**config.mk**
```make
export PLATFORM = sky130hd
export DESIGN_NAME = gbuc_top
export DESIGN_NICKNAME = d
export VERILOG_FILES = /design/src/gbuc_pkg.sv /design/src/gbuc_filt_if.sv /design/src/gbuc_avg_filter.sv /design/src/gbuc_top.sv
export VERILOG_INCLUDE_DIRS = /design/src
export SDC_FILE = /design/constraint.sdc
export NUM_CORES = 1
export LEC_CHECK = 0
export BUFFER_PORTS_ARGS = -buffer_cell sky130_fd_sc_hd__buf_2
export CORE_ASPECT_RATIO = 0.6
export CORE_MARGIN = 4
export CORE_UTILIZATION = 50
export DETAILED_ROUTE_END_ITERATION = 7
export PLACE_DENSITY_LB_ADDON = 0.08
export SKIP_CTS_REPAIR_TIMING = 1
export SLEW_MARGIN = 20
export SYNTH_ARGS = -nofsm -noshare
export SYNTH_HDL_FRONTEND = slang
export SYNTH_SLANG_ARGS = --single-unit
```
**constraint.sdc**
```tcl
create_clock -name mclk -period 18.9 [get_ports mclk]
set_clock_uncertainty 0.1 [all_clocks]
set_input_delay 5.67 -clock mclk [delete_from_list [all_inputs] [get_ports mclk]]
set_output_delay 5.67 -clock mclk [all_outputs]
set_load 0.02 [all_outputs]
```
**src/gbuc_defs.svh**
```systemverilog
// Constants of the gate bias update control block: register indices, field positions, timing.
// Assumes inclusion by gbuc_pkg and the design modules; definitions only.
`ifndef GBUC_DEFS_SVH
`define GBUC_DEFS_SVH

// ----------------------------------------------------------------
// Register indices
// ----------------------------------------------------------------
`define GBUC_ADDR_W 5
`define GBUC_A_SOFT_CFG 5'h00
`define GBUC_A_FILT_CFG 5'h01
`define GBUC_A_PWR_HYST 5'h02
`define GBUC_A_TEMP_HYST 5'h03
`define GBUC_A_DAC_IN1 5'h04
`define GBUC_A_DAC_IN2 5'h05
`define GBUC_A_DAC_BOTH1 5'h06
`define GBUC_A_DAC_BOTH2 5'h07
`define GBUC_A_LOAD_DAC 5'h08
`define GBUC_A_AMP_CAL 5'h09
`define GBUC_A_ADC_CONV 5'h0A
`define GBUC_A_SETPOINT1 5'h0B
`define GBUC_A_SETPOINT2 5'h0C
`define GBUC_A_PWR_PARAM1 5'h0D
`define GBUC_A_PWR_PARAM2 5'h0E
`define GBUC_A_DAC_OUT1 5'h10
`define GBUC_A_DAC_OUT2 5'h11
`define GBUC_A_STATUS 5'h12
`define GBUC_A_CH2_AVG 5'h13

// ----------------------------------------------------------------
// Field positions
// ----------------------------------------------------------------
`define GBUC_AVGCTL_BIT 15
`define GBUC_LIMIT_MSB 14
`define GBUC_LIMIT_LSB 12
`define GBUC_CH_STRIDE 6
`define GBUC_LDSEL_OFS 5
`define GBUC_TEMP_COMP_OFS 4
`define GBUC_PWR_COMP_OFS 3
`define GBUC_SRC_HI_OFS 1
`define GBUC_SRC_LO_OFS 0
`define GBUC_CAL_TRACK_BIT 0
`define GBUC_CAL_NOW_BIT 1
`define GBUC_CAL_SELF_BIT 2
`define GBUC_ADC_CONT_BIT 7
`define GBUC_DATA_W 12
`define GBUC_REG_W 16
`define GBUC_HYST_W 4
`define GBUC_ADC_CH 7
`define GBUC_FRAC_W 4
`define GBUC_FX_W 16

// ----------------------------------------------------------------
// Reset values and timing
// ----------------------------------------------------------------
`define GBUC_SOFT_CFG_RST 16'h0000
`define GBUC_CAL_PERIOD_MS 13
`define GBUC_NS_PER_MS 1000000
`define GBUC_CLK_PERIOD_NS 10
`define GBUC_CNT_W 21

`endif

```
**src/gbuc_pkg.sv**
```systemverilog
// Types shared by the gate bias update control modules.
// Assumes gbuc_defs.svh is on the include path.
`include "gbuc_defs.svh"

package gbuc_pkg;
  typedef logic [`GBUC_DATA_W-1:0] gbuc_code_type;

  typedef enum logic [2:0] {
    GBUC_CAL_IDLE = 3'b001,
    GBUC_CAL_RUN = 3'b010,
    GBUC_CAL_WAIT = 3'b100
  } gbuc_cal_type;

  typedef enum logic [1:0] {
    GBUC_SRC_PARAM = 2'b00,
    GBUC_SRC_RSVD = 2'b01,
    GBUC_SRC_DRAIN = 2'b10,
    GBUC_SRC_AUX = 2'b11
  } gbuc_src_type;
endpackage

```
**src/gbuc_filt_if.sv**
```systemverilog
// Link between the control block and the channel 2 temperature averaging filter.
// Assumes both ends run on the same clock.
interface gbuc_filt_if;
  import gbuc_pkg::*;
  logic enable;
  logic eq_sel;
  logic [2:0] limit_code;
  logic sample_valid;
  gbuc_code_type sample;
  logic avg_valid;
  gbuc_code_type avg;

  modport filt (input enable, eq_sel, limit_code, sample_valid, sample, output avg_valid, avg);
  modport ctrl (output enable, eq_sel, limit_code, sample_valid, sample, input avg_valid, avg);
endinterface

```
**src/gbuc_avg_filter.sv**
```systemverilog
// Channel 2 temperature tracking average with difference limiter.
// Assumes one sample at most per cycle; average held as 12.4 fixed point.
`include "gbuc_defs.svh"

module gbuc_avg_filter
  import gbuc_pkg::*;
(
  input wire logic mclk,
  input wire logic rst,
  gbuc_filt_if.filt fif
);
  typedef struct packed {
    logic [`GBUC_FX_W-1:0] avg_fx;
    logic primed;
    logic out_valid;
  } gbuc_filt_state_type;

  gbuc_filt_state_type st_reg, st_next;
  logic signed [`GBUC_DATA_W:0] diff;
  logic signed [`GBUC_DATA_W:0] lim;
  logic signed [`GBUC_FX_W:0] step;

  // ----------------------------------------------------------------
  // Averaging step
  // ----------------------------------------------------------------
  always_comb begin
    st_next = st_reg;
    st_next.out_valid = 1'b0;
    diff = $signed({1'b0, fif.sample}) - $signed({1'b0, st_reg.avg_fx[`GBUC_FX_W-1:`GBUC_FRAC_W]});
    lim = $signed(13'((13'h0001 << fif.limit_code) - 13'h0001));
    if (fif.limit_code != 3'h0) begin
      if (diff > lim) begin
        diff = lim;
      end else if (diff < -lim) begin
        diff = -lim;
      end
    end
    // Difference is in whole LSBs; the 4 fraction bits make 1/16 a plain add
    step = fif.eq_sel ? 17'($signed(diff) * 4) : 17'($signed(diff));
    if (!fif.enable) begin
      st_next.primed = 1'b0;
    end else if (fif.sample_valid) begin
      st_next.out_valid = 1'b1;
      st_next.primed = 1'b1;
      if (!st_reg.primed) begin
        st_next.avg_fx = {fif.sample, 4'h0};
      end else begin
        st_next.avg_fx = 16'($signed({1'b0, st_reg.avg_fx}) + step);
      end
    end
  end

  always_ff @(posedge mclk or posedge rst) begin
    if (rst) begin
      st_reg <= '0;
    end else begin
      st_reg <= st_next;
    end
  end

  assign fif.avg_valid = st_reg.out_valid;
  assign fif.avg = st_reg.avg_fx[`GBUC_FX_W-1:`GBUC_FRAC_W];

  a_limit_step: assert property (@(posedge mclk) disable iff (rst)
    fif.enable && fif.sample_valid && st_reg.primed && !fif.eq_sel && fif.limit_code == 3'h1
    |=> (st_reg.avg_fx - $past(st_reg.avg_fx) <= 16'h0001) || ($past(st_reg.avg_fx) - st_reg.avg_fx <= 16'h0001))
    else $error("limited average moved by more than one sixteenth");
  c_filter_quarter: cover property (@(posedge mclk) disable iff (rst)
    fif.enable && fif.eq_sel && fif.sample_valid && st_reg.primed);
endmodule

```
**src/gbuc_top.sv**
```systemverilog
// Gate bias update control: calculation triggers, DAC register loading, PGA calibration, ADC select.
// Assumes a register master that never waits and an outside LUT engine answering calc_start.
//
// The register offsets and the address-and-strobe port were chosen for this implementation.
`include "gbuc_defs.svh"

// Behaviour
// - Channel 2 average adds 1/16 or 1/4
// - Limiter code n (1-7) clamps difference to 2^n-1; code 0 disables the limiter
// - Source code selects parameter, drain, or auxiliary
// - Shared hysteresis gates power sample triggers
// - Input write stores 12 bits, output unchanged
// - Load write copies input into output
// - Input write starts no calculation
// - Combined write loads both, no calculation
// - DAC registers never go to nonvolatile store
// - Calibration register keeps three bits, saved
// - Tracking bit picks acquisition or tracking mode
// - Calibrate-now starts both, clears when done unless self-timed
// - Powered-down channel skips its calibration
// - Self-timed mode repeats every 13 ms
// - Temperature change beyond hysteresis starts calculation
// - Setpoint write always starts calculation
// - Parameter write starts calculation, source 00
// - Sample source change starts calculation
// - Seven channel enables plus continuous bit
// - ADC register write starts a conversion
// - Load-select routes results to input/output
// - Filter settings only while filter enabled
module gbuc_top
  import gbuc_pkg::*;
#(
  parameter int unsigned CAL_PERIOD_CYCLES = `GBUC_CAL_PERIOD_MS * `GBUC_NS_PER_MS / `GBUC_CLK_PERIOD_NS
)
(
  input wire logic mclk,
  input wire logic rst,
  input wire logic [`GBUC_ADDR_W-1:0] reg_addr,
  input wire logic [`GBUC_REG_W-1:0] reg_wdata,
  input wire logic reg_wr,
  input wire logic reg_rd,
  output logic [`GBUC_REG_W-1:0] reg_rdata,
  input wire logic [1:0] temp_valid,
  input wire logic [1:0][`GBUC_DATA_W-1:0] temp_sample,
  input wire logic [1:0] drain_valid,
  input wire logic [1:0][`GBUC_DATA_W-1:0] drain_sample,
  input wire logic [1:0] aux_valid,
  input wire logic [1:0][`GBUC_DATA_W-1:0] aux_input_sample,
  input wire logic [1:0] ch_powered_down,
  input wire logic [1:0] calc_done,
  input wire logic [1:0][`GBUC_DATA_W-1:0] gate_voltage_result,
  input wire logic pga_cal_done,
  output logic [1:0] calc_start,
  output logic [1:0][`GBUC_DATA_W-1:0] power_control_parameter,
  output logic [1:0][`GBUC_DATA_W-1:0] temp_value,
  output logic [1:0][`GBUC_DATA_W-1:0] bias_setpoint,
  output logic [1:0][`GBUC_DATA_W-1:0] gate_dac_code,
  output logic pga_cal_start,
  output logic [1:0] pga_cal_mask,
  output logic pga_cal_track,
  output logic [2:0] nvm_cal_image,
  output logic adc_start,
  output logic [`GBUC_ADC_CH-1:0] adc_channel_enable,
  output logic adc_continuous
);
  typedef struct packed {
    logic [`GBUC_REG_W-1:0] soft_cfg;
    logic filt_en;
    logic [`GBUC_HYST_W-1:0] pwr_hyst;
    gbuc_code_type temp_hyst;
    logic [1:0][`GBUC_DATA_W-1:0] dac_in;
    logic [1:0][`GBUC_DATA_W-1:0] dac_out;
    logic [1:0][`GBUC_DATA_W-1:0] setpoint;
    logic [1:0][`GBUC_DATA_W-1:0] pwr_param;
    logic [1:0][`GBUC_DATA_W-1:0] pwr_last;
    logic [1:0][`GBUC_DATA_W-1:0] temp_last;
    logic [1:0] calc_start;
    logic cal_track;
    logic cal_now;
    logic cal_self;
    gbuc_cal_type cal_state;
    logic [`GBUC_CNT_W-1:0] cal_cnt;
    logic cal_start;
    logic [1:0] cal_mask;
    logic [`GBUC_ADC_CH-1:0] adc_sel;
    logic adc_cont;
    logic adc_start;
    logic [`GBUC_REG_W-1:0] rdata;
  } gbuc_state_type;

  localparam logic [`GBUC_CNT_W-1:0] CAL_RELOAD = `GBUC_CNT_W'(CAL_PERIOD_CYCLES - 1);

  gbuc_state_type st_reg, st_next;
  gbuc_filt_if fif ();
  logic [1:0] t_valid;
  logic [1:0][`GBUC_DATA_W-1:0] t_val;
  logic [1:0] p_valid;
  logic [1:0][`GBUC_DATA_W-1:0] p_val;
  logic [1:0] ldsel, temp_comp_en, pwr_comp_en;
  logic [1:0][1:0] src;
  logic wr_hit;

  function automatic gbuc_code_type absdiff(input gbuc_code_type a, input gbuc_code_type b);
    absdiff = (a > b) ? a - b : b - a;
  endfunction

  // ----------------------------------------------------------------
  // Channel 2 averaging filter
  // ----------------------------------------------------------------
  assign fif.enable = st_reg.filt_en;
  assign fif.eq_sel = st_reg.soft_cfg[`GBUC_AVGCTL_BIT];
  assign fif.limit_code = st_reg.soft_cfg[`GBUC_LIMIT_MSB:`GBUC_LIMIT_LSB];
  assign fif.sample_valid = temp_valid[1];
  assign fif.sample = temp_sample[1];

  gbuc_avg_filter gbuc_avg_filter_i (
    .mclk(mclk),
    .rst(rst),
    .fif(fif)
  );

  // ----------------------------------------------------------------
  // Per-channel sample selection
  // ----------------------------------------------------------------
  for (genvar c = 0; c < 2; c++) begin : g_ch
    assign ldsel[c] = st_reg.soft_cfg[c*`GBUC_CH_STRIDE+`GBUC_LDSEL_OFS];
    assign temp_comp_en[c] = st_reg.soft_cfg[c*`GBUC_CH_STRIDE+`GBUC_TEMP_COMP_OFS];
    assign pwr_comp_en[c] = st_reg.soft_cfg[c*`GBUC_CH_STRIDE+`GBUC_PWR_COMP_OFS];
    assign src[c] = st_reg.soft_cfg[c*`GBUC_CH_STRIDE+`GBUC_SRC_HI_OFS:c*`GBUC_CH_STRIDE+`GBUC_SRC_LO_OFS];
    // Channel 2 reads the tracking average only while the filter is on
    if (c == 1) begin : g_filt
      assign t_valid[c] = st_reg.filt_en ? fif.avg_valid : temp_valid[c];
      assign t_val[c] = st_reg.filt_en ? fif.avg : temp_sample[c];
    end else begin : g_raw
      assign t_valid[c] = temp_valid[c];
      assign t_val[c] = temp_sample[c];
    end
    // Reserved source 01 takes no samples
    assign p_valid[c] = (src[c] == GBUC_SRC_AUX) ? aux_valid[c] :
      (src[c] == GBUC_SRC_DRAIN) ? drain_valid[c] : 1'b0;
    assign p_val[c] = (src[c] == GBUC_SRC_AUX) ? aux_input_sample[c] : drain_sample[c];
  end

  assign wr_hit = reg_wr && reg_addr == `GBUC_A_AMP_CAL;

  // ----------------------------------------------------------------
  // Next state
  // ----------------------------------------------------------------
  always_comb begin
    st_next = st_reg;
    st_next.calc_start = 2'b00;
    st_next.cal_start = 1'b0;
    st_next.adc_start = 1'b0;
    st_next.rdata = '0;

    for (int c = 0; c < 2; c++) begin
      if (temp_comp_en[c] && t_valid[c] && absdiff(t_val[c], st_reg.temp_last[c]) > st_reg.temp_hyst) begin
        st_next.calc_start[c] = 1'b1;
        st_next.temp_last[c] = t_val[c];
      end
      if (pwr_comp_en[c] && p_valid[c] && src[c][1] &&
          absdiff(p_val[c], st_reg.pwr_last[c]) > `GBUC_DATA_W'(st_reg.pwr_hyst)) begin
        st_next.calc_start[c] = 1'b1;
        st_next.pwr_last[c] = p_val[c];
      end
      if (calc_done[c]) begin
        st_next.dac_in[c] = gate_voltage_result[c];
        if (!ldsel[c]) begin
          st_next.dac_out[c] = gate_voltage_result[c];
        end
      end
    end

    // Calibration sequencer
    case (st_reg.cal_state)
      GBUC_CAL_IDLE: begin
        if (st_reg.cal_now) begin
          if (&ch_powered_down) begin
            st_next.cal_now = st_reg.cal_self;
            st_next.cal_cnt = CAL_RELOAD;
            st_next.cal_state = st_reg.cal_self ? GBUC_CAL_WAIT : GBUC_CAL_IDLE;
          end else begin
            st_next.cal_start = 1'b1;
            st_next.cal_mask = ~ch_powered_down;
            st_next.cal_state = GBUC_CAL_RUN;
          end
        end
      end
      GBUC_CAL_RUN: begin
        if (pga_cal_done) begin
          st_next.cal_now = st_reg.cal_self;
          st_next.cal_cnt = CAL_RELOAD;
          st_next.cal_state = st_reg.cal_self ? GBUC_CAL_WAIT : GBUC_CAL_IDLE;
        end
      end
      GBUC_CAL_WAIT: begin
        if (!st_reg.cal_now || !st_reg.cal_self) begin
          st_next.cal_state = GBUC_CAL_IDLE;
        end else if (st_reg.cal_cnt == '0) begin
          st_next.cal_state = GBUC_CAL_IDLE;
        end else begin
          st_next.cal_cnt = st_reg.cal_cnt - `GBUC_CNT_W'(1);
        end
      end
      default: begin
        st_next.cal_state = GBUC_CAL_IDLE;
      end
    endcase

    // Register writes come last so software wins over same-cycle hardware updates
    if (reg_wr) begin
      case (reg_addr)
        `GBUC_A_SOFT_CFG: st_next.soft_cfg = reg_wdata;
        `GBUC_A_FILT_CFG: st_next.filt_en = reg_wdata[0];
        `GBUC_A_PWR_HYST: st_next.pwr_hyst = reg_wdata[`GBUC_HYST_W-1:0];
        `GBUC_A_TEMP_HYST: st_next.temp_hyst = reg_wdata[`GBUC_DATA_W-1:0];
        `GBUC_A_DAC_IN1: st_next.dac_in[0] = reg_wdata[`GBUC_DATA_W-1:0];
        `GBUC_A_DAC_IN2: st_next.dac_in[1] = reg_wdata[`GBUC_DATA_W-1:0];
        `GBUC_A_DAC_BOTH1: begin
          st_next.dac_in[0] = reg_wdata[`GBUC_DATA_W-1:0];
          st_next.dac_out[0] = reg_wdata[`GBUC_DATA_W-1:0];
        end
        `GBUC_A_DAC_BOTH2: begin
          st_next.dac_in[1] = reg_wdata[`GBUC_DATA_W-1:0];
          st_next.dac_out[1] = reg_wdata[`GBUC_DATA_W-1:0];
        end
        `GBUC_A_LOAD_DAC: st_next.dac_out = st_reg.dac_in;
        `GBUC_A_AMP_CAL: begin
          st_next.cal_track = reg_wdata[`GBUC_CAL_TRACK_BIT];
          st_next.cal_now = reg_wdata[`GBUC_CAL_NOW_BIT];
          st_next.cal_self = reg_wdata[`GBUC_CAL_SELF_BIT];
        end
        `GBUC_A_ADC_CONV: begin
          st_next.adc_sel = reg_wdata[`GBUC_ADC_CH-1:0];
          st_next.adc_cont = reg_wdata[`GBUC_ADC_CONT_BIT];
          st_next.adc_start = 1'b1;
        end
        `GBUC_A_SETPOINT1, `GBUC_A_SETPOINT2: begin
          st_next.setpoint[reg_addr[0] ? 0 : 1] = reg_wdata[`GBUC_DATA_W-1:0];
          st_next.calc_start[reg_addr[0] ? 0 : 1] = 1'b1;
        end
        `GBUC_A_PWR_PARAM1, `GBUC_A_PWR_PARAM2: begin
          st_next.pwr_param[reg_addr[0] ? 0 : 1] = reg_wdata[`GBUC_DATA_W-1:0];
          if (pwr_comp_en[reg_addr[0] ? 0 : 1] && src[reg_addr[0] ? 0 : 1] == GBUC_SRC_PARAM) begin
            st_next.calc_start[reg_addr[0] ? 0 : 1] = 1'b1;
          end
        end
        default: begin
        end
      endcase
    end

    // Write-only registers and unmapped indices read as zero
    if (reg_rd) begin
      case (reg_addr)
        `GBUC_A_DAC_OUT1: st_next.rdata = `GBUC_REG_W'(st_reg.dac_out[0]);
        `GBUC_A_DAC_OUT2: st_next.rdata = `GBUC_REG_W'(st_reg.dac_out[1]);
        `GBUC_A_STATUS: st_next.rdata = `GBUC_REG_W'({st_reg.cal_state == GBUC_CAL_RUN, st_reg.cal_now});
        `GBUC_A_CH2_AVG: st_next.rdata = `GBUC_REG_W'(fif.avg);
        default: st_next.rdata = '0;
      endcase
    end
  end

  always_ff @(posedge mclk or posedge rst) begin
    if (rst) begin
      st_reg <= '0;
      st_reg.soft_cfg <= `GBUC_SOFT_CFG_RST;
      st_reg.cal_state <= GBUC_CAL_IDLE;
    end else begin
      st_reg <= st_next;
    end
  end

  // ----------------------------------------------------------------
  // Outputs
  // ----------------------------------------------------------------
  // Only the calibration bits leave for the nonvolatile store; DAC codes never do
  assign nvm_cal_image = {st_reg.cal_self, st_reg.cal_now, st_reg.cal_track};
  assign reg_rdata = st_reg.rdata;
  assign calc_start = st_reg.calc_start;
  assign temp_value = st_reg.temp_last;
  assign bias_setpoint = st_reg.setpoint;
  assign gate_dac_code = st_reg.dac_out;
  assign pga_cal_start = st_reg.cal_start;
  assign pga_cal_mask = st_reg.cal_mask;
  assign pga_cal_track = st_reg.cal_track;
  assign adc_start = st_reg.adc_start;
  assign adc_channel_enable = st_reg.adc_sel;
  assign adc_continuous = st_reg.adc_cont;
  for (genvar c = 0; c < 2; c++) begin : g_apc
    assign power_control_parameter[c] = (src[c] == GBUC_SRC_PARAM) ? st_reg.pwr_param[c] : st_reg.pwr_last[c];
  end

  // ----------------------------------------------------------------
  // Assertions
  // ----------------------------------------------------------------
  a_input_hold: assert property (@(posedge mclk) disable iff (rst)
    reg_wr && reg_addr == `GBUC_A_DAC_IN1 && !calc_done[0]
    |=> st_reg.dac_in[0] == $past(reg_wdata[`GBUC_DATA_W-1:0]) && st_reg.dac_out[0] == $past(st_reg.dac_out[0]))
    else $error("input write disturbed the output code");
  a_load_copy: assert property (@(posedge mclk) disable iff (rst)
    reg_wr && reg_addr == `GBUC_A_LOAD_DAC |=> st_reg.dac_out == $past(st_reg.dac_in))
    else $error("load write did not copy the input codes");
  a_dac_no_calc: assert property (@(posedge mclk) disable iff (rst)
    reg_wr && (reg_addr == `GBUC_A_DAC_IN1 || reg_addr == `GBUC_A_DAC_BOTH2) && !(|t_valid) && !(|p_valid)
    |=> calc_start == 2'b00)
    else $error("DAC write started a calculation");
  a_both_load: assert property (@(posedge mclk) disable iff (rst)
    reg_wr && reg_addr == `GBUC_A_DAC_BOTH2
    |=> st_reg.dac_out[1] == $past(reg_wdata[`GBUC_DATA_W-1:0]) && st_reg.dac_in[1] == st_reg.dac_out[1])
    else $error("combined write did not load both codes");
  a_setpoint_calc: assert property (@(posedge mclk) disable iff (rst)
    reg_wr && reg_addr == `GBUC_A_SETPOINT2 |=> calc_start[1])
    else $error("setpoint write did not start a calculation");
  a_param_calc: assert property (@(posedge mclk) disable iff (rst)
    reg_wr && reg_addr == `GBUC_A_PWR_PARAM1 && pwr_comp_en[0] && src[0] == GBUC_SRC_PARAM |=> calc_start[0])
    else $error("parameter write did not start a calculation");
  a_result_route: assert property (@(posedge mclk) disable iff (rst)
    calc_done[0] && !reg_wr |=> st_reg.dac_in[0] == $past(gate_voltage_result[0]) &&
    st_reg.dac_out[0] == ($past(ldsel[0]) ? $past(st_reg.dac_out[0]) : $past(gate_voltage_result[0])))
    else $error("result routed against the load select");
  a_cal_clear: assert property (@(posedge mclk) disable iff (rst)
    st_reg.cal_state == GBUC_CAL_RUN && pga_cal_done && !st_reg.cal_self && !wr_hit
    |=> !st_reg.cal_now ##1 !pga_cal_start)
    else $error("calibrate-now not cleared after calibration");
  a_cal_skip: assert property (@(posedge mclk) disable iff (rst)
    pga_cal_start |-> pga_cal_mask == ~$past(ch_powered_down))
    else $error("calibration mask ignores power-down");
  a_adc_start: assert property (@(posedge mclk) disable iff (rst)
    reg_wr && reg_addr == `GBUC_A_ADC_CONV |=> adc_start && adc_channel_enable == $past(reg_wdata[`GBUC_ADC_CH-1:0]))
    else $error("conversion write did not start the ADC");
  c_self_timed: cover property (@(posedge mclk) disable iff (rst)
    st_reg.cal_state == GBUC_CAL_WAIT ##1 st_reg.cal_state == GBUC_CAL_IDLE);
  c_temp_calc: cover property (@(posedge mclk) disable iff (rst) temp_comp_en[1] && st_reg.filt_en && t_valid[1]);
  c_drain_calc: cover property (@(posedge mclk) disable iff (rst) pwr_comp_en[0] && p_valid[0] && src[0][1]);
  a_pwr_hyst: assert property (@(posedge mclk) disable iff (rst)
    !reg_wr && !t_valid[0] && p_valid[0] && absdiff(p_val[0], st_reg.pwr_last[0]) <= `GBUC_DATA_W'(st_reg.pwr_hyst)
    |=> !calc_start[0])
    else $error("sample within the hysteresis started a calculation");
  a_adc_cont: assert property (@(posedge mclk) disable iff (rst)
    reg_wr && reg_addr == `GBUC_A_ADC_CONV |=> adc_continuous == $past(reg_wdata[`GBUC_ADC_CONT_BIT]))
    else $error("continuous bit not taken from the conversion write");
endmodule

```
==> results of run 1 <==
==> metrics by stage <==
stage               setup slack [ns]  hold slack [ns]
finish                         6.864           0.3795
CTS                            7.100           0.3820
detailed placement             6.507           0.3644
floorplan                      6.373           0.3445
global route                   6.424           0.3980
global placement               6.791           0.3597
==> metal layers <==
layer | part of all wire | wire length [um] | up-vias
met5 | 0.00022 | 13 | -
met4 | 0.019 | 1150 | 2
met3 | 0.067 | 4012 | 66
met2 | 0.42 | 24960 | 550
met1 | 0.50 | 29710 | 8083
li1 | - | - | 7923
==> kinds of logic after synthesis <==
group | Yosys count | share of synthesized area
XOR/XNOR | 65 | 0.02962
multiplexers | 255 | 0.1392
flip-flops | 246 | 0.3128
AO/OA/AOI/OAI | 551 | 0.1714
buffers and inverters | 371 | 0.09167
AND/OR/NAND/NOR | 552 | 0.1290
other | 2 | 0.0003816
adder cells (fa/ha/maj) | 192 | 0.1259
==> power groups by stage <==
stage	Sequential, W	Combinational [W]	Clock, W
2_1_floorplan	0.000752	0.00205	0
3_3_place_gp	0.000804	0.00253	0
3_5_place_dp	0.000810	0.00260	0
4_1_cts	0.000801	0.00262	0.000581
5_1_grt	0.000821	0.00295	0.000602
6_report	0.000804	0.00265	0.000569
==> Yosys cell counts (all sizes together), types with 15 or more instances <==
cell,count,share of area
buf,118,0.043
ha,182,0.12
clkbuf,81,0.015
a21oi,171,0.044
nor2,142,0.027
nand3,36,0.0092
mux2,130,0.074
dfrtp,245,0.31
or3,15,0.0048
nand4,17,0.0054
nor3,39,0.0099
nand2,199,0.038
o21ai,176,0.045
xnor2,51,0.023
inv,169,0.032
mux2i,123,0.063
a21o,48,0.018
a22o,24,0.011
nand2b,21,0.0067
nor2b,22,0.0070
==> final timing paths <==
kind | to | cells past startpoint | from | slack [ns]
worst max-delay path | gbuc_avg_filter_i.fif.avg[11] | 31 | temp_sample[12] | 6.86
worst min-delay path | st_reg[47] | 1 | st_reg[47] | 0.38
worst max register to register | gbuc_avg_filter_i.fif.avg[11] | 30 | gbuc_avg_filter_i.fif.avg[1] | 11.52
worst min register to register | st_reg[47] | 1 | st_reg[47] | 0.38
max in group asynchronous | st_reg[98] | 4 | rst | 11.30
min in group asynchronous | st_reg[35] | 2 | rst | 5.20
==> layout make-up <==
class                   instances  area share
multi-input cells            1622      0.5466
inverters                     172     0.03023
flip-flops and latches        246      0.2850
diodes                          5   0.0005791
repair buffers                272     0.06475
well taps                     513     0.02971
clock inverters                19     0.01205
clock buffers                  29     0.03110
==> worst max-delay path: cells and delay by family <==
family	cells	cell delay (ns)
adders and majority gates	4	1.14
AOI/OAI and AO/OA	19	4.49
buffers and inverters	3	0.26
and+or+nand+nor	5	0.83
==> results.txt, run 1 <==
The flow ran to the end, and the final reports show no timing, DRC or antenna violations. For the setup violation total in the final timing report, the log shows 0. The clock transition at the registers of the reported paths works out to 0.07 ns. The overflow left after global routing was 0. The async set-or-reset flop fraction in the synthesized netlist was 1.000. The number of clock buffers added by TritonCTS is 26. Among all flip-flop cells after synthesis, the most frequent one is sky130_fd_sc_hd__dfrtp_1.

Summing every instance area after synthesis gives 0.01968 mm^2. Critical-path cell with the highest stage delay: sky130_fd_sc_hd__a32oi_1. The fraction of power consumed by the clock network came out at 0.141. The run gives 0.3207 as the worst max-slew margin expressed relative to the limit. Counting the fill cells in the layout gives 3499. In this run the worst path has a maximum fanout of 7. Flop and latch count out of synthesis: 246.

The top cell types in the final layout, fill and taps aside, are 257 x sky130_fd_sc_hd__buf_2, 245 x sky130_fd_sc_hd__dfrtp_1, 199 x sky130_fd_sc_hd__nand2_1. The ratio of final minimum period to clock period was 0.6368. The cell area after layout came out at 0.02160 mm^2. After detailed routing, the number of remaining DRC violations is 0. The run gives 0.001946 W as the switching power. The path class of the lowest-slack min-delay path was reg2reg. Across the whole layout, storage elements account for 0.006157 mm^2. The die covers 0.04271 mm^2. For this design the top-level I/O count stands at 262.

By startpoint and endpoint, the worst setup path is classified as in2reg. The tools report the type of element launching the critical path as an input pin. The post-detailed-placement half-perimeter wirelength is 46.03 mm, and the worst path arrival time is 12.39 ns. Entering global routing, the biggest net connects 129 pins.

The area of the multi-input gates came out at 0.01181 mm^2. The core region is 0.03826 mm^2. Compared with the post-synthesis result, the final layout area differs by 9.764%. The initial antenna violation count is 7, and the number of max-cap violations is 0. The first-pass iteration count of the detailed router was 5; the cell count after synthesis was 2234. The clock passes through at most 3 buffers. The analysis attributes to cell leakage a power of 10.60 nW.

The tree built by TritonCTS fans out to 246 sinks. The final core utilization was 0.5647. Timing would allow up to 0.08308 GHz. The first global-routing pass estimated 92.80 mm of wire.

At the worst endpoint, the required time is 19.25 ns. The ratio of total power to cell area was 186.4 mW/mm^2; the met2 demand-to-capacity share in global routing was 0.4030. Part of the total power dissipated in sequential elements: 0.200. Row generation in the floorplan step produced 55 rows. The maximum cell stage delay along the critical path works out to 0.50 ns.

The deepest level of the CTS H-tree was 1. The count of cell types in the netlist came out at 74. The number of placed instances, taps included, is 2825.

For the final-report hold violation count, the log shows 0. Overall power consumption after layout is estimated at 0.004028 W. In this run the cell area measured after placement is 0.02066 mm^2. The measured slew at the worst slew-check pin is 1.019 ns.

The run gives 0.5144 as the starting density of the core. The synthesized design contains 0 enable-type register cells. After global routing, the most crowded layer is met1. The final net count came out at 2664. The share of synthesized area occupied by flip-flops and latches was 0.3128; the clock latency reported for the late side of the worst-skew pair was 0.57 ns.

For the met1 track demand over resource in global routing, the log shows 0.4145. The tools report the CTS root buffer as sky130_fd_sc_hd__clkbuf_16. Setup repair after global routing left no endpoint under its margin. For the global placer's final weighted congestion, the log shows 0.9430. During synthesis, Yosys emitted a total of 0 warnings. The tools report the cell-internal power as 0.002082 W.

The fraction of final layout cells with drive strength greater than 1 was 0.2025. The average instance in the mapped netlist occupies 8.810 um^2. The number of global-route vias before repair was 16.11k; the total negative setup slack was 0 ns.

The number of vias per cell was 5.776. The final critical path time including I/O delays and setup works out to 12.04 ns. The logs give 0.659 for the proportion of power drawn by combinational gates and 0 for the number of slew-limit violations in the final report. For the total track usage, the log shows 0.2699. The global routing usage on met3 is 0.04648, and the vertical die dimension is 161.7 um.

TritonCTS built the clock tree. For this block, the routed nets add up to 59.85 mm of wire. The finished layout holds 2878 standard cells, fillers aside. The largest vdd supply drop is 87.75 uV. The count of buffers from port buffering was 257; the remaining antenna violation count was 0.

The leading cell type in the layout, fill and taps excluded is sky130_fd_sc_hd__buf_2. After detailed routing, the average wire length per cell comes to 20.79 um. The worst setup path is captured at a flop.

The floorplan step set the die width to 264.1 um. Detailed routing inserted a total of 16.62k vias. The count of routing violations after the opening detailed-route iteration came out at 1427. The net switching share of the total power works out to 0.4831.
No activity file was read; power rests on OpenSTA's default activity.
==> run 2: changes to the inputs <==
clock period = 9.8 ns   (was 18.9 ns; I/O delays follow)
==> run 2 against run 1 <==
Net effect: via count is 1.2% higher; non-clock buffer count rose by 4; cell area increased by 0.38%; clock-buffer cell count is 4 higher; first-iteration DRC count up 4.8%; critical path type unchanged; critical endpoint unchanged; highest routed layer is now met4.
==> results.txt, run 2 (synthesis results as in run 1) <==
In this design, the stage delay of the slowest critical-path cell is 0.46 ns. I/O pin count: 262. IR analysis of the VDD net gives a maximum drop of 180.1 uV.

Before antenna repair, the detailed router went through 6 iterations. Buffers placed on the I/O ports in this run total 257. The leakage power is 10.65 nW, and the ratio of final minimum period to clock period is 0.9328. The remaining antenna violation count was 0; the worst path arrival time was 9.50 ns. The area growth from synthesis to layout is 10.18%. The total track usage is 0.2706. The clock passes through at most 3 buffers.

The maximum clock rate is 0.1094 GHz, and the core area is 0.03826 mm^2. The critical-path cell with the highest stage delay was sky130_fd_sc_hd__a32oi_1. The final-report hold violation count was 0; the clock latency reported for the late side of the worst-skew pair was 0.58 ns. The worst max-slew margin expressed relative to the limit is 0.2395. The starting density of the core was 0.5144.

TritonCTS built the clock tree. The ratio of total power to cell area is 360.0 mW/mm^2, and the overflow left after global routing is 0. After floorplanning, the core was divided into 55 placement rows. The fraction of final layout cells with drive strength greater than 1 came out at 0.2038.

The first-pass GRT wire length was 92.67 mm; the deepest level of the CTS H-tree was 1. Setup violations remaining at the end of the flow were counted as 0. Across all register-to-register paths, the minimum setup slack is 2.69 ns.

The measured slew at the worst slew-check pin is 1.137 ns. Final core utilization: 0.5668. The kind of critical path is in2reg. The library cells used most frequently in the layout, excluding fill and tap cells, are 257 x sky130_fd_sc_hd__buf_2, 245 x sky130_fd_sc_hd__dfrtp_1, 199 x sky130_fd_sc_hd__nand2_1.

The area of the die was 0.04271 mm^2; the number of remaining DRC errors was 0. The count of routing violations after the opening detailed-route iteration was 1495. Routability-driven placement finished with a final weighted congestion of 0.9557.

The final net count is 2669, and the number of vias per cell is 5.838. Once detailed placement completed, the half-perimeter wirelength came to 45.75 mm. The tools report the initial antenna violation count as 7.

The final critical path time including I/O delays and setup is 9.142 ns. The maximum fanout encountered on the critical timing path is 7. The run finished with clean final reports. The floorplan step set the die width to 264.1 um. The die is 161.7 um tall. After filler insertion, the fill cell instance count of the layout stands at 3532. Number of slew-limit violations in the final report: 0. The routed design has 59.71 mm of wire.

In the final timing run, aggregate negative setup slack is 0 ns. The tools report the type of element launching the critical path as an input pin. At the worst endpoint, the required time is 10.16 ns. The tightest min-delay check is of the reg2reg type. The clock transition at the registers of the reported paths was 0.07 ns.

Setup repair after global routing left no endpoint under its margin. Counting every sink on the clock net gives 246. Entering global routing, the biggest net connects 161 pins. STA classifies the critical path endpoint as a flop. The instance count after placement with tap cells included was 2829.

The finished layout holds 2882 standard cells, fillers aside. Across the run, the number of max-cap violations was 0. In this run the clock root is driven by a sky130_fd_sc_hd__clkbuf_16. Detailed routing inserted a total of 16.83k vias. Dividing the detail-routed wire length by the instance count gives 20.72 um.

The library cell used most frequently in the layout, excluding fill and tap cells, is sky130_fd_sc_hd__buf_2. Clock tree synthesis inserted a total of 27 buffers. The number of global-route vias before repair is 15.91k.
==> run 2: cell types whose count changed in the layout (fill, tap and decap cells not counted), sizes merged <==
| cell | delta |
|---|---|
| clkbuf | +4 |
| buf | +4 |
| clkinvlp | -1 |
| diode | -1 |
| clkinv | -3 |
| inv | +1 |
==> run 2: layer usage <==
layer	vias to the layer above	track usage	wire [um]
li1	7955	-	-
met1	8092	0.4251	29400
met2	687	0.3834	23980
met3	92	0.04239	4511
met4	0	0.07436	1820
met5	-	0	0
==> run 2: stage by stage <==
| step | hold WS, ns | power (W) | instance area, um^2 | worst slack [ns] |
|---|---|---|---|---|
| finish | 0.3790 | 0.007807 | 21690 | 0.6583 |
| detailed placement | 0.3616 | 0.006548 | 20670 | 0.2128 |
| floorplan | 0.3445 | 0.005410 | 19700 | 0.003435 |
| global placement | 0.3619 | 0.006446 | 20670 | 0.4751 |
| global route | 0.4012 | 0.008463 | 21690 | 0.1862 |
| CTS | 0.3839 | 0.007753 | 21680 | 0.7756 |
==> run 2: worst max-delay path: cells and delay by family <==
| kind | cells | cell delay, ns |
|---|---|---|
| AOI/OAI and AO/OA | 19 | 4.05 |
| and+or+nand+nor | 5 | 0.78 |
| xor gates and xnor gates | 1 | 0.19 |
| adders and majority gates | 4 | 1.26 |
| buffers and inverters | 3 | 0.27 |
==> run 2: report_power, final <==
part           leakage [nW]  switching [W]  internal, W
combinational          7.13        0.00298      0.00210
clock                 0.487       0.000481     0.000685
sequential             3.04       0.000267      0.00128
total                  10.7        0.00373      0.00407
==> run 2: worst paths after layout <==
path | start | cells past startpoint | to
worst min register to register | adc_channel_enable[4] | 2 | adc_channel_enable[4]
worst max-delay path | temp_sample[12] | 32 | gbuc_avg_filter_i.fif.avg[11]
worst max register to register | gbuc_avg_filter_i.fif.avg[1] | 32 | gbuc_avg_filter_i.fif.avg[11]
min in group asynchronous | rst | 2 | st_reg[34]
max in group asynchronous | rst | 3 | temp_value[7]
worst min-delay path | adc_channel_enable[4] | 2 | adc_channel_enable[4]
==> run 2: area by class of cell <==
cell class	count	area (um^2)	area share
multi-input combinational	1622	11780	0.5433
sequential	246	6157	0.2839
timing repair buffer	276	1441	0.06647
clock buffer	33	748.2	0.03450
inverter	172	653.1	0.03012
tap	513	641.9	0.02960
clock inverter	16	252.7	0.01165
antenna	4	10.01	0.0004616
